--- config.mk ---
export PLATFORM = sky130hd
export DESIGN_NAME = bamu_unit
export DESIGN_NICKNAME = d
export VERILOG_FILES = /design/src/hdl/bamu_pkg.sv /design/src/hdl/bamu_cmp.sv /design/src/hdl/bamu_unit.sv
export VERILOG_INCLUDE_DIRS = /design/src /design/src/hdl
export SDC_FILE = /design/constraint.sdc
export NUM_CORES = 1
export LEC_CHECK = 0
export ABC_AREA = 1
export BUFFER_PORTS_ARGS = -buffer_cell sky130_fd_sc_hd__clkbuf_2
export CORE_MARGIN = 10
export CORE_UTILIZATION = 40
export DETAILED_ROUTE_END_ITERATION = 10
export PLACE_DENSITY = 0.81
export SLEW_MARGIN = 25
export SYNTH_ARGS = -nofsm -noshare
export SYNTH_HDL_FRONTEND = slang
export SYNTH_SLANG_ARGS = --single-unit
--- constraint.sdc ---
create_clock -name clock -period 1.4 [get_ports clock]
set_clock_uncertainty 0.15 [all_clocks]
set_input_delay 0.07 -clock clock [delete_from_list [all_inputs] [get_ports clock]]
set_output_delay 0.07 -clock clock [all_outputs]
set_load 0.005 [all_outputs]
--- src/hdl/bamu_defines.svh ---
`ifndef BAMU_DEFINES_SVH
`define BAMU_DEFINES_SVH

// Register byte offsets
`define BAMU_OFF_CTRL       8'h00
`define BAMU_OFF_ADDR_HIGH  8'h04
`define BAMU_OFF_ADDR_LOW   8'h08
`define BAMU_OFF_WAKE       8'h0c
`define BAMU_OFF_FLAG_CLR   8'h10
`define BAMU_OFF_IRQ_STAT   8'h14
`define BAMU_OFF_IRQ_MASK   8'h18

// Field positions
`define BAMU_EN_BIT         7
`define BAMU_ACT_BIT        6
`define BAMU_WAKE_BIT       1
`define BAMU_CLR_EN_BIT     7
`define BAMU_IRQ_BRK_BIT    0
`define BAMU_IRQ_WAKE_BIT   1

// Reset values
`define BAMU_RST_BYTE       8'h00
`define BAMU_RST_IRQ        2'h0

// Vector pairs and inserted opcode
`define BAMU_VEC_NORMAL     16'hfffc
`define BAMU_VEC_MONITOR    16'hfefc
`define BAMU_SWI_OPCODE     8'h00

`endif

--- src/hdl/bamu_pkg.sv ---
package bamu_pkg;

    typedef enum logic [1:0]
    {
        BAMU_IDLE  = 2'b00,
        BAMU_PEND  = 2'b01,
        BAMU_BREAK = 2'b10
    } bamu_state_t;

    typedef logic [7:0]  bamu_byte_t;
    typedef logic [15:0] bamu_addr_t;

endpackage : bamu_pkg

--- src/hdl/bamu_cmp.sv ---
module bamu_cmp
    import bamu_pkg::*;
(
    // Compared values
    input  wire bamu_addr_t bus_addr,
    input  wire bamu_addr_t brk_addr,
    // Qualifiers
    input  wire logic       enable,
    input  wire logic       valid,
    // Result
    output logic            hit
);

    logic [15:0] bit_eq;

    genvar i;
    generate
        for (i = 0; i < 16; i++)
        begin : g_bit
            assign bit_eq[i] = ~(bus_addr[i] ^ brk_addr[i]);
        end
    endgenerate

    assign hit = enable & valid & (&bit_eq);

endmodule : bamu_cmp

--- src/hdl/bamu_unit.sv ---
`include "bamu_defines.svh"

module bamu_unit
    import bamu_pkg::*;
(
    // Clock and reset
    input  wire logic        clock,
    input  wire logic        rst_b,
    // APB slave
    input  wire logic        psel,
    input  wire logic        penable,
    input  wire logic        pwrite,
    input  wire logic [7:0]  paddr,
    input  wire logic [31:0] pwdata,
    output logic [31:0]      prdata,
    output logic             pready,
    output logic             pslverr,
    // CPU core
    input  wire bamu_addr_t  cpu_addr,
    input  wire logic        cpu_pc_addr_valid,
    input  wire logic        cpu_last_cycle,
    input  wire logic        cpu_wait_mode,
    input  wire logic        cpu_stop_mode,
    input  wire logic        cpu_rti_exec,
    output logic             break_req,
    output bamu_byte_t       swi_opcode,
    output bamu_addr_t       break_vector,
    output logic             break_state,
    output logic             stop_wake,
    output logic             wait_wake,
    // System
    input  wire logic        monitor_mode,
    input  wire logic        test_high_voltage,
    output logic             timer_hold,
    output logic             watchdog_disable,
    output logic             status_clear_allow,
    output logic             irq
);

    ////////////////////////////////////////////////////////////////////////////
    // Storage

    bamu_state_t state_q;
    bamu_byte_t  addr_high_q;
    bamu_byte_t  addr_low_q;
    logic        enable_q;
    logic        active_q;
    logic        wake_q;
    logic        clr_en_q;
    logic [1:0]  irq_stat_q;
    logic [1:0]  irq_mask_q;
    logic [31:0] prdata_q;
    logic [31:0] prdata_d;
    logic        pready_q;
    logic        pslverr_q;
    logic        pslverr_d;
    logic        break_req_q;
    bamu_byte_t  swi_opcode_q;
    bamu_addr_t  vector_q;
    logic        break_state_q;
    logic        stop_wake_q;
    logic        wait_wake_q;
    logic        timer_hold_q;
    logic        wdog_dis_q;
    logic        clr_allow_q;
    logic        irq_q;

    logic        hit;
    logic        xfer;
    logic        wr;
    logic        sw_trig;
    logic        trig;
    logic        boundary;
    logic        enter_break;
    logic [1:0]  irq_ev;
    logic [1:0]  irq_clr;

    ////////////////////////////////////////////////////////////////////////////
    // Comparator

    // Not gated by wait mode on purpose
    bamu_cmp u_cmp
    (
        .bus_addr (cpu_addr),
        .brk_addr ({addr_high_q, addr_low_q}),
        .enable   (enable_q),
        .valid    (cpu_pc_addr_valid),
        .hit      (hit)
    );

    ////////////////////////////////////////////////////////////////////////////
    // APB slave

    assign xfer = psel & penable & pready_q;
    assign wr   = xfer & pwrite;

    always_comb
    begin
        prdata_d  = 32'h0000_0000;
        pslverr_d = 1'b0;
        unique case (paddr)
            `BAMU_OFF_CTRL:      prdata_d = {24'h00_0000, enable_q, active_q, 6'h00};
            `BAMU_OFF_ADDR_HIGH: prdata_d = {24'h00_0000, addr_high_q};
            `BAMU_OFF_ADDR_LOW:  prdata_d = {24'h00_0000, addr_low_q};
            `BAMU_OFF_WAKE:      prdata_d = {24'h00_0000, 6'h00, wake_q, 1'b0};
            `BAMU_OFF_FLAG_CLR:  prdata_d = {24'h00_0000, clr_en_q, 7'h00};
            `BAMU_OFF_IRQ_STAT:  prdata_d = {30'h0000_0000, irq_stat_q};
            `BAMU_OFF_IRQ_MASK:  prdata_d = {30'h0000_0000, irq_mask_q};
            default:             pslverr_d = 1'b1;
        endcase
    end

    // Fixed one-cycle access phase; data latched in the setup cycle
    always_ff @(posedge clock)
    begin
        if (!rst_b)
        begin
            pready_q  <= 1'b0;
            pslverr_q <= 1'b0;
            prdata_q  <= 32'h0000_0000;
        end
        else
        begin
            pready_q  <= psel & ~penable;
            pslverr_q <= psel & ~penable & pslverr_d;
            prdata_q  <= (psel & ~penable & ~pwrite) ? prdata_d : 32'h0000_0000;
        end
    end

    ////////////////////////////////////////////////////////////////////////////
    // Control registers

    always_ff @(posedge clock)
    begin
        if (!rst_b)
        begin
            enable_q    <= 1'b0;
            addr_high_q <= `BAMU_RST_BYTE;
            addr_low_q  <= `BAMU_RST_BYTE;
            clr_en_q    <= 1'b0;
            irq_mask_q  <= `BAMU_RST_IRQ;
        end
        else if (wr)
        begin
            if (paddr == `BAMU_OFF_CTRL)
                enable_q <= pwdata[`BAMU_EN_BIT];
            if (paddr == `BAMU_OFF_ADDR_HIGH)
                addr_high_q <= pwdata[7:0];
            if (paddr == `BAMU_OFF_ADDR_LOW)
                addr_low_q <= pwdata[7:0];
            if (paddr == `BAMU_OFF_FLAG_CLR)
                clr_en_q <= pwdata[`BAMU_CLR_EN_BIT];
            if (paddr == `BAMU_OFF_IRQ_MASK)
                irq_mask_q <= pwdata[1:0];
        end
    end

    ////////////////////////////////////////////////////////////////////////////
    // Break sequencing

    assign sw_trig = wr & (paddr == `BAMU_OFF_CTRL) & pwdata[`BAMU_ACT_BIT];
    assign trig    = hit | sw_trig;
    // A halted CPU has no instruction to finish
    assign boundary = cpu_last_cycle | cpu_wait_mode | cpu_stop_mode;
    assign enter_break = ((state_q == BAMU_IDLE) & trig & boundary) |
                         ((state_q == BAMU_PEND) & boundary);

    always_ff @(posedge clock)
    begin
        if (!rst_b)
            state_q <= BAMU_IDLE;
        else
        begin
            unique case (state_q)
                BAMU_IDLE:
                    if (trig)
                        state_q <= boundary ? BAMU_BREAK : BAMU_PEND;
                BAMU_PEND:
                    if (boundary)
                        state_q <= BAMU_BREAK;
                BAMU_BREAK:
                    if (cpu_rti_exec)
                        state_q <= BAMU_IDLE;
                default:
                    state_q <= BAMU_IDLE;
            endcase
        end
    end

    // Set wins over a same-cycle software clear
    always_ff @(posedge clock)
    begin
        if (!rst_b)
            active_q <= 1'b0;
        else if (trig)
            active_q <= 1'b1;
        else if (wr && paddr == `BAMU_OFF_CTRL && !pwdata[`BAMU_ACT_BIT])
            active_q <= 1'b0;
    end

    always_ff @(posedge clock)
    begin
        if (!rst_b)
            wake_q <= 1'b0;
        else if (enter_break && (cpu_wait_mode || cpu_stop_mode))
            wake_q <= 1'b1;
        else if (wr && paddr == `BAMU_OFF_WAKE && !pwdata[`BAMU_WAKE_BIT])
            wake_q <= 1'b0;
    end

    always_ff @(posedge clock)
    begin
        if (!rst_b)
        begin
            break_req_q  <= 1'b0;
            stop_wake_q  <= 1'b0;
            wait_wake_q  <= 1'b0;
            swi_opcode_q <= `BAMU_RST_BYTE;
            vector_q     <= `BAMU_VEC_NORMAL;
        end
        else
        begin
            break_req_q  <= enter_break;
            stop_wake_q  <= enter_break & cpu_stop_mode;
            wait_wake_q  <= enter_break & cpu_wait_mode;
            swi_opcode_q <= `BAMU_SWI_OPCODE;
            vector_q     <= monitor_mode ? `BAMU_VEC_MONITOR : `BAMU_VEC_NORMAL;
        end
    end

    always_ff @(posedge clock)
    begin
        if (!rst_b)
        begin
            break_state_q <= 1'b0;
            timer_hold_q  <= 1'b0;
            wdog_dis_q    <= 1'b0;
            clr_allow_q   <= 1'b1;
        end
        else
        begin
            break_state_q <= (state_q == BAMU_BREAK);
            timer_hold_q  <= (state_q == BAMU_BREAK);
            wdog_dis_q    <= (state_q == BAMU_BREAK) & test_high_voltage;
            clr_allow_q   <= (state_q != BAMU_BREAK) | clr_en_q;
        end
    end

    ////////////////////////////////////////////////////////////////////////////
    // Interrupts

    assign irq_ev  = {enter_break & (cpu_wait_mode | cpu_stop_mode), enter_break};
    assign irq_clr = (wr && paddr == `BAMU_OFF_IRQ_STAT) ? pwdata[1:0] : 2'h0;

    always_ff @(posedge clock)
    begin
        if (!rst_b)
        begin
            irq_stat_q <= `BAMU_RST_IRQ;
            irq_q      <= 1'b0;
        end
        else
        begin
            irq_stat_q <= (irq_stat_q & ~irq_clr) | irq_ev;
            irq_q      <= |(irq_stat_q & irq_mask_q);
        end
    end

    ////////////////////////////////////////////////////////////////////////////
    // Outputs

    assign prdata             = prdata_q;
    assign pready             = pready_q;
    assign pslverr            = pslverr_q;
    assign break_req          = break_req_q;
    assign swi_opcode         = swi_opcode_q;
    assign break_vector       = vector_q;
    assign break_state        = break_state_q;
    assign stop_wake          = stop_wake_q;
    assign wait_wake          = wait_wake_q;
    assign timer_hold         = timer_hold_q;
    assign watchdog_disable   = wdog_dis_q;
    assign status_clear_allow = clr_allow_q;
    assign irq                = irq_q;

    ////////////////////////////////////////////////////////////////////////////
    // Assertions

    logic raw_eq;
    assign raw_eq = cpu_pc_addr_valid & (cpu_addr == {addr_high_q, addr_low_q});

    property p_match_leaves_idle;
        @(posedge clock) disable iff (!rst_b)
        (state_q == BAMU_IDLE) && hit |=> (state_q != BAMU_IDLE);
    endproperty
    a_match_leaves_idle: assert property (p_match_leaves_idle)
        else $error("match did not start break sequence");

    property p_pend_to_req;
        @(posedge clock) disable iff (!rst_b)
        (state_q == BAMU_PEND) && !boundary ##1 boundary |=> break_req_q;
    endproperty
    a_pend_to_req: assert property (p_pend_to_req)
        else $error("pending break not requested at boundary");

    property p_vector;
        @(posedge clock) disable iff (!rst_b)
        break_req_q |->
            (vector_q == ($past(monitor_mode) ? `BAMU_VEC_MONITOR : `BAMU_VEC_NORMAL));
    endproperty
    a_vector: assert property (p_vector)
        else $error("wrong break vector");

    property p_last_cycle;
        @(posedge clock) disable iff (!rst_b)
        (state_q == BAMU_IDLE) && hit && cpu_last_cycle |=> break_req_q ##1 break_state_q;
    endproperty
    a_last_cycle: assert property (p_last_cycle)
        else $error("final-cycle match did not break at once");

    property p_sw_trig;
        @(posedge clock) disable iff (!rst_b)
        (state_q == BAMU_IDLE) && sw_trig |=> active_q && (state_q != BAMU_IDLE);
    endproperty
    a_sw_trig: assert property (p_sw_trig)
        else $error("software trigger ignored");

    property p_rti_ends;
        @(posedge clock) disable iff (!rst_b)
        (state_q == BAMU_BREAK) && cpu_rti_exec |=> ##1 !break_state_q && !timer_hold_q;
    endproperty
    a_rti_ends: assert property (p_rti_ends)
        else $error("return did not end break");

    property p_timer_hold;
        @(posedge clock) disable iff (!rst_b)
        break_req_q |=> timer_hold_q;
    endproperty
    a_timer_hold: assert property (p_timer_hold)
        else $error("timers not held in break");

    property p_wdog;
        @(posedge clock) disable iff (!rst_b)
        ##1 (watchdog_disable == ($past(state_q) == BAMU_BREAK && $past(test_high_voltage)));
    endproperty
    a_wdog: assert property (p_wdog)
        else $error("watchdog disable wrong");

    property p_enable_wr;
        @(posedge clock) disable iff (!rst_b)
        wr && (paddr == `BAMU_OFF_CTRL) |=> enable_q == $past(pwdata[`BAMU_EN_BIT]);
    endproperty
    a_enable_wr: assert property (p_enable_wr)
        else $error("enable bit not written");

    property p_active_set;
        @(posedge clock) disable iff (!rst_b)
        hit |=> active_q;
    endproperty
    a_active_set: assert property (p_active_set)
        else $error("active flag not set on match");

    property p_addr_wr;
        @(posedge clock) disable iff (!rst_b)
        wr && (paddr == `BAMU_OFF_ADDR_LOW) |=> addr_low_q == $past(pwdata[7:0]);
    endproperty
    a_addr_wr: assert property (p_addr_wr)
        else $error("break address low not written");

    property p_stop_wake;
        @(posedge clock) disable iff (!rst_b)
        stop_wake_q |-> break_req_q && wake_q;
    endproperty
    a_stop_wake: assert property (p_stop_wake)
        else $error("stop exit without break or wake flag");

    property p_clr_block;
        @(posedge clock) disable iff (!rst_b)
        (state_q == BAMU_BREAK) && !clr_en_q |=> !status_clear_allow;
    endproperty
    a_clr_block: assert property (p_clr_block)
        else $error("status clear allowed in break");

    property p_disabled;
        @(posedge clock) disable iff (!rst_b)
        !enable_q && raw_eq && !sw_trig && (state_q == BAMU_IDLE) && !active_q
            |=> !active_q && (state_q == BAMU_IDLE);
    endproperty
    a_disabled: assert property (p_disabled)
        else $error("disabled match took effect");

    c_sw_break:   cover property (@(posedge clock) disable iff (!rst_b) sw_trig ##[1:4] break_req_q);
    c_wait_wake:  cover property (@(posedge clock) disable iff (!rst_b) wait_wake_q);
    c_pend_path:  cover property (@(posedge clock) disable iff (!rst_b) state_q == BAMU_PEND);
    c_rti:        cover property (@(posedge clock) disable iff (!rst_b)
                                  (state_q == BAMU_BREAK) && cpu_rti_exec);

endmodule : bamu_unit

==> summary.md, run 1 <==
| Metric | Value |
|---|---|
| Critical path endpoint category | flip-flop |
| Fmax achieved | ~650 MHz |
| Fin. max-slew vios | 0 |
| Vias in the first global route | between 2,000 and 2,500 |
| CP Data Required Time | ~1500 ps |
| Hold Fails Final Rpt | 0 |
| Layout cells sized above 1 | 0.330 |
| GR Util All Layers | 0.137 |
| Post-synthesis sequential area ratio | 0.363 |
| Vias per cell | 4.50 |
| Worst reg-to-reg setup slack | -140 ps |
| Crit-path max FO | 4 |
| Top cell type's share of synthesized area | 0.363 |
| Number of synthesized flops with an enable pin | 0 |
| Endpoints failing setup | 8 |
| Hold_sp | rst_b |
| Most frequent CP cell | nand2_1 |
| Total gr overflow | 0 |
| Max stage delay on crit path | between 300 and 400 ps |
| Layout area overhead | 32.1% |
| DR pass1 iterations | 4 |
| Util after Layout | 0.544 |
| Post-synth top cells | 65 x nand2_1, 48 x buf_4, 44 x dfxtp_1 |
| Worst r2r path cells | 10 |
| CTS tree | yes |
| Syn Area/Cell | 7.07 µm² |
| Setup WS post-layout | -145 ps |
| Via count | 2,368 |
| Unrepaired setup endpoints after global routing | yes |
| Critical path arrival | 1640 ps |
| Peak VDD IR | between 600 and 700 µV |
| Final min period | between 1500 and 2000 ps |
| CTS max path bufs | 2 |
| Failing checks | negative setup slack |
| Top delay family on crit path | simple AND/OR/NAND/NOR gates |
| Critical path class | flip-flop to flip-flop |
| Syn Inst Count | 343 |
| Core Region | a little under 6000 µm² |
| CP Launch Type | flip-flop |
| Overall power | 2.82 mW |
| Initial antenna violation count | 0 |
| CTS HTree Levels | 2 |
| Layout fillers | slightly below 600 |
| Die area | between 9000 and 10,000 µm² |
| Clk sinks | 44 |
| FFs w/ async S/R, synth | 0 |
| Pleak | 1.59 nW |
| Row count | 28 |
| Top cell type by total area after synthesis | dfxtp_1 |
| Initial DRC count | a little under 90 |
| Register area | about 890 µm² |
| Hold depth | 4 |
| Period utilisation layout | 1.10 |
| Ports | between 100 and 150 |
| Max cap viols | 0 |
| Pwr Density | slightly below 900 nW/µm² |
| R2r endpoint | wait_wake$_SDFF_PN0_ |
| Critical path, cell by cell | inv_1 -> nand2_1 -> nand2_1 -> nor2_1 -> nand2_1 -> nor2_2 -> nand3_2 -> nand3_4 -> nand3_4 -> nor2_2 |
| Synthesized flop and latch total | 44 |
| DP Worst Slack | -153 ps |
| Crit path buffers/inverters | 1 |
| First-pass GRT wire length | about 11,000 µm |
| Status | finished with violations |
| Post-synthesis cell type count | 34 |
| Slowest-stage cell, CP | dfxtp_2 |
| Final GP Congestion | between 0.8 and 0.9 |
| Top-count cell post-synth | nand2_1 |
| Mapped Area | 2420 µm² |
| Area of the multi-input gates | about 1200 µm² |
| I/O Buffers | 62 |
| Worst hold path type | input pin to flip-flop |
| Synth Flop Type | dfxtp_1 |
| Placement Cell Area | 2820 µm² |
| Area contributors post-synth | dfxtp_1 36%, buf_4 15%, nand2_1 10% |
| Initial Util | 0.412 |
| Clock root cell | clkbuf_8 |
| Die Y | approximately 100 µm |
| WL/cell | 13.4 µm |
| FF-to-FF Start | addr_low_q[7]$_SDFFE_PN0P_ |
| Clk Latency, worst-skew pair | 310 ps |
| HPWL Detailed | about 5500 µm |
| Pin count of the biggest net entering global routing | 25 |
| Crit path to | wait_wake$_SDFF_PN0_ |
| Critical Path Source | addr_low_q[7]$_SDFFE_PN0P_ |
| Ys Warns | 0 |
| DRT antenna net count | 0 |
| Total wire length | 7050 µm |
| Residual DRC | 0 |
| Reg clk slew, reported paths | around 80 ps |
| CTS Buf Count | 5 |
| Final layout net count | just over 500 |
| Ant. Diodes | 0 |
| Die span in x | around 100 µm |
| Cell area after layout | about 3200 µm² |
| Crit. path cell count | 10 |
==> layout make-up <==
cell class / instances / area share
Clock buffer: 7 / 0.0301
Inverter: 50 / 0.0602
Multi-Input combinational cell: 243 / 0.385
Sequential cell: 44 / 0.279
Tap cell: 75 / 0.0293
Timing Repair Buffer: 107 / 0.216
==> how the worst min path moves through the flow <==
stage	end	slack, ps
3_5_place_dp	break_vector[8]$_SDFF_PN1_	80
5_1_grt	irq_stat_q[1]$_SDFF_PN0_	30
3_3_place_gp	break_vector[8]$_SDFF_PN1_	70
6_report	wake_q$_SDFFE_PN0P_	20
4_1_cts	wake_q$_SDFFE_PN0P_	30
2_1_floorplan	break_vector[8]$_SDFF_PN1_	-20
==> cell families (layout without fill, tap and decap cells) <==
| family | after synthesis | in the layout | synth area share |
|---|---|---|---|
| AND/OR/NAND/NOR | 137 | 137 | 0.261 |
| buffers and inverters | 101 | 164 | 0.234 |
| AO/OA/AOI/OAI | 54 | 54 | 0.121 |
| flip-flops | 44 | 44 | 0.363 |
| XOR/XNOR | 5 | 5 | 0.0181 |
| other | 2 | 47 | 0.00310 |
==> placed cells by master, fill, tap and decap left out, drive strengths merged, types with 2 or more instances in the layout <==
cell / instances
clkbuf: 69
nand2: 68
inv: 50
conb: 47
dfxtp: 44
nor2: 41
buf: 28
a21oi: 25
o21ai: 21
nand3: 19
dlygate4sd3: 17
xnor2: 5
nor3: 4
nor4: 2
o22ai: 2
nand4: 2
==> layer usage <==
| layer | wire length (µm) | global-route usage |
|---|---|---|
| met1 | 2710 | 0.141 |
| met2 | 3600 | 0.252 |
| met3 | 643 | 0.0514 |
| met4 | 96 | 0.0414 |
| met5 | 0 | 0 |
==> sequential cells by signal (all words and copies together), names as in the netlist, 2 cells and up <==
signal,flops
addr_high_q,8
state_q,2
addr_low_q,8
irq_stat_q,2
irq_mask_q,2
prdata,8
==> power breakdown <==
group / leakage [nW] / switching (mW) / total [mW] / internal, mW
registers: 0.361 / 0.0509 / 1.37 / 1.32
logic: 1.18 / 0.340 / 0.576 / 0.236
clock network: 0.0503 / 0.431 / 0.871 / 0.440
==> worst reg2reg max path: stages, from the launching register on <==
cell	delay [ps]
dfxtp_2	340
inv_1	50
nand2_1	60
nand2_1	60
nor2_1	110
nand2_1	80
nor2_2	120
nand3_2	130
nand3_4	150
nand3_4	110
nor2_2	120
==> metrics by stage <==
step	instances	setup TNS [ps]	hold slack, ps
floorplan	388	0	-18.1
global route	526	-1940	27.9
finish	526	-905	19.4
detailed placement	501	-1330	84.7
CTS	525	-555	26.4
global placement	501	-566	73.4
==> repair_timing <==
item	CTS	global route
gates resized for setup	8	31
endpoints found under the setup margin	10	16
setup buffers	0	1
pin swaps	1	13
cloned	0	0
endpoints found under the hold margin	28	0
hold buffers	17	0
Note: power is estimated with default switching activity, not from simulation.
==> inputs of run 2 (changes only) <==
--- a/config.mk
+++ b/config.mk
@@ -10,7 +10,7 @@
 export BUFFER_PORTS_ARGS = -buffer_cell sky130_fd_sc_hd__clkbuf_2
 export CORE_MARGIN = 10
-export CORE_UTILIZATION = 40
+export CORE_UTILIZATION = 48
 export DETAILED_ROUTE_END_ITERATION = 10
-export PLACE_DENSITY = 0.81
+export PLACE_DENSITY = 0.91
 export SLEW_MARGIN = 25
 export SYNTH_ARGS = -nofsm -noshare
==> constraint.sdc (replaced) <==
create_clock -name clock -period 1.8 [get_ports clock]
set_clock_uncertainty 0.15 [all_clocks]
set_input_delay 0.09 -clock clock [delete_from_list [all_inputs] [get_ports clock]]
set_output_delay 0.09 -clock clock [all_outputs]
set_load 0.05 [all_outputs]
==> summary.md, run 2 (synthesized netlist as in run 1, its figures left out) <==
| Metric | Value |
|---|---|
| I/O Buffers | 62 (unchanged) |
| DR pass1 iterations | 5 (+1) |
| Vias per cell | 4.74 (+5.2%) |
| Pwr Density | 786 nW/µm² (-11%) |
| Pleak | 1.44 nW (-9.1%) |
| Most frequent cells in the layout | 65 x nand2_1, 62 x clkbuf_2, 47 x conb_1 |
| GR Util All Layers | 0.156 (+0.0182) |
| Hold Fails Final Rpt | 0 (unchanged) |
| Ant. Diodes | 0 (unchanged) |
| Initial Util | 0.503 (+0.0913) |
| Die Y | 91.1 µm (-6.9%) |
| Critical path class | input pin to flip-flop |
| Layout area overhead | 19.5% |
| Peak VDD IR | 581 µV (-5.3%) |
| Reg clk slew, reported paths | 70 ps (about the same) |
| Crit-path max FO | 7 (+3) |
| WL/cell | 13.4 µm (-0.32%) |
| Die span in x | 91.1 µm (-6.9%) |
| CTS Buf Count | 5 (unchanged) |
| Max cap viols | 0 (unchanged) |
| Critical path arrival | 1740 ps (+100 ps) |
| Core Region | 4820 µm² (-18%) |
| Via count | 2,344 (-1.0%) |
| CTS max path bufs | 2 (unchanged) |
| CTS HTree Levels | 2 (unchanged) |
| Initial antenna violation count | 0 (unchanged) |
| First-pass GRT wire length | 10,900 µm (-1.2%) |
| Die area | 8290 µm² (-13%) |
| Worst hold path type | input pin to flip-flop |
| CP Launch Type | input pin |
| Clock root cell | clkbuf_8 |
| Setup TNS | 0 ps (+905 ps) |
| Ports | 134 (unchanged) |
| Fin. max-slew vios | 0 (unchanged) |
| Vias in the first global route | 2,414 (-2.3%) |
| Critical path endpoint category | flip-flop |
| CTS tree | yes |
| Total wire length | 6610 µm (-6.2%) |
| Total gr overflow | 0 (unchanged) |
| Critical path, cell by cell | dlygate4sd3_1 -> clkbuf_2 -> nor4_1 -> nand2_1 -> a41oi_1 |
| Unrepaired setup endpoints after global routing | no |
| WHS | 63.6 ps (+44.2 ps) |
| Final min period | roughly 1700 ps |
| Pin count of the biggest net entering global routing | 25 (unchanged) |
| Period utilisation layout | 0.932 |
| Final layout net count | 496 (-4.4%) |
| HPWL Detailed | 5110 µm (-7.3%) |
| Clk Latency, worst-skew pair | 300 ps (about the same) |
| Commonest non-fill, non-tap cell in the layout | nand2_1 |
| Fmax achieved | around 600 MHz |
| Slowest-stage cell, CP | dlygate4sd3_1 |
| Final GP Congestion | 0.875 (+0.29%) |
| Status | finished, final reports clean |
| DRT antenna net count | 0 (unchanged) |
| Layout cells sized above 1 | 0.217 (-0.113) |
| CP Data Required Time | 1870 ps (+370 ps) |
| Endpoints failing setup | 0 (-8) |
| Max stage delay on crit path | 530 ps (+190 ps) |
| Clk sinks | 44 (unchanged) |
| Initial DRC count | 184 (+110%) |
| Residual DRC | 0 (unchanged) |
| Row count | 25 (-11%) |
==> run 2: timing repair <==
item,4_1_cts,5_1_grt
hold endpoints to repair,29,0
setup endpoints to repair,0,0
setup buffers,0,0
hold buffers,18,0
gates resized for setup,0,0
==> run 2: worst paths after layout <==
check                                       end                        from  cells after the start  slack [ps]
hold / removal         irq_stat_q[1]$_SDFF_PN0_                   pwdata[1]                      4          60
setup / recovery           prdata[0]$_SDFF_PN0_                     penable                      5         120
setup reg to reg           wait_wake$_SDFF_PN0_  addr_low_q[1]$_SDFFE_PN0P_                     10         200
hold reg to reg   status_clear_allow$_SDFF_PN1_       clr_en_q$_SDFFE_PN0P_                      2         330
==> run 2: where the power goes <==
group / switching, mW / internal [mW]
Clock: 0.321 / 0.264
Sequential: 0.0348 / 1.03
Combinational: 0.475 / 0.153
Total: 0.831 / 1.44
==> run 2: cell type report <==
| cell class | count | area (µm²) |
|---|---|---|
| flip-flops and latches | 44 | 881 |
| well taps | 67 | 83.8 |
| repair buffers | 84 | 520 |
| inverters | 50 | 188 |
| multi-input cells | 243 | 1140 |
| clock inverters | 1 | 5.00 |
| clock buffers | 6 | 72.6 |
| fillers | 463 | 1920 |
==> run 2: critical path, delay by kind of cell <==
kind	cells	cell delay, ps
AOI/OAI and AO/OA	1	240
and+or+nand+nor	2	730
buffers and inverters	2	690
==> run 2: per-layer routing <==
layer	vias up	share of wire	GRT usage	wire (µm)
li1	1152	-	-	-
met1	1066	0.38	0.162	2520
met2	109	0.50	0.271	3280
met3	17	0.092	0.0584	606
met4	0	0.030	0.0744	200
met5	-	0	0	0
==> run 2: metrics by stage <==
stage | worst slack [ps] | utilization | area [µm²] | power [mW] | instances
4_1_cts | 129 | 0.601 | 2900 | 2.27 | 495
3_3_place_gp | 250 | 0.548 | 2640 | 1.65 | 470
2_1_floorplan | 28.0 | - | 2590 | 1.62 | 388
5_1_grt | 28.6 | 0.601 | 2900 | 2.38 | 495
6_report | 123 | 0.601 | 2900 | 2.27 | 495
3_5_place_dp | 206 | 0.548 | 2640 | 1.67 | 470
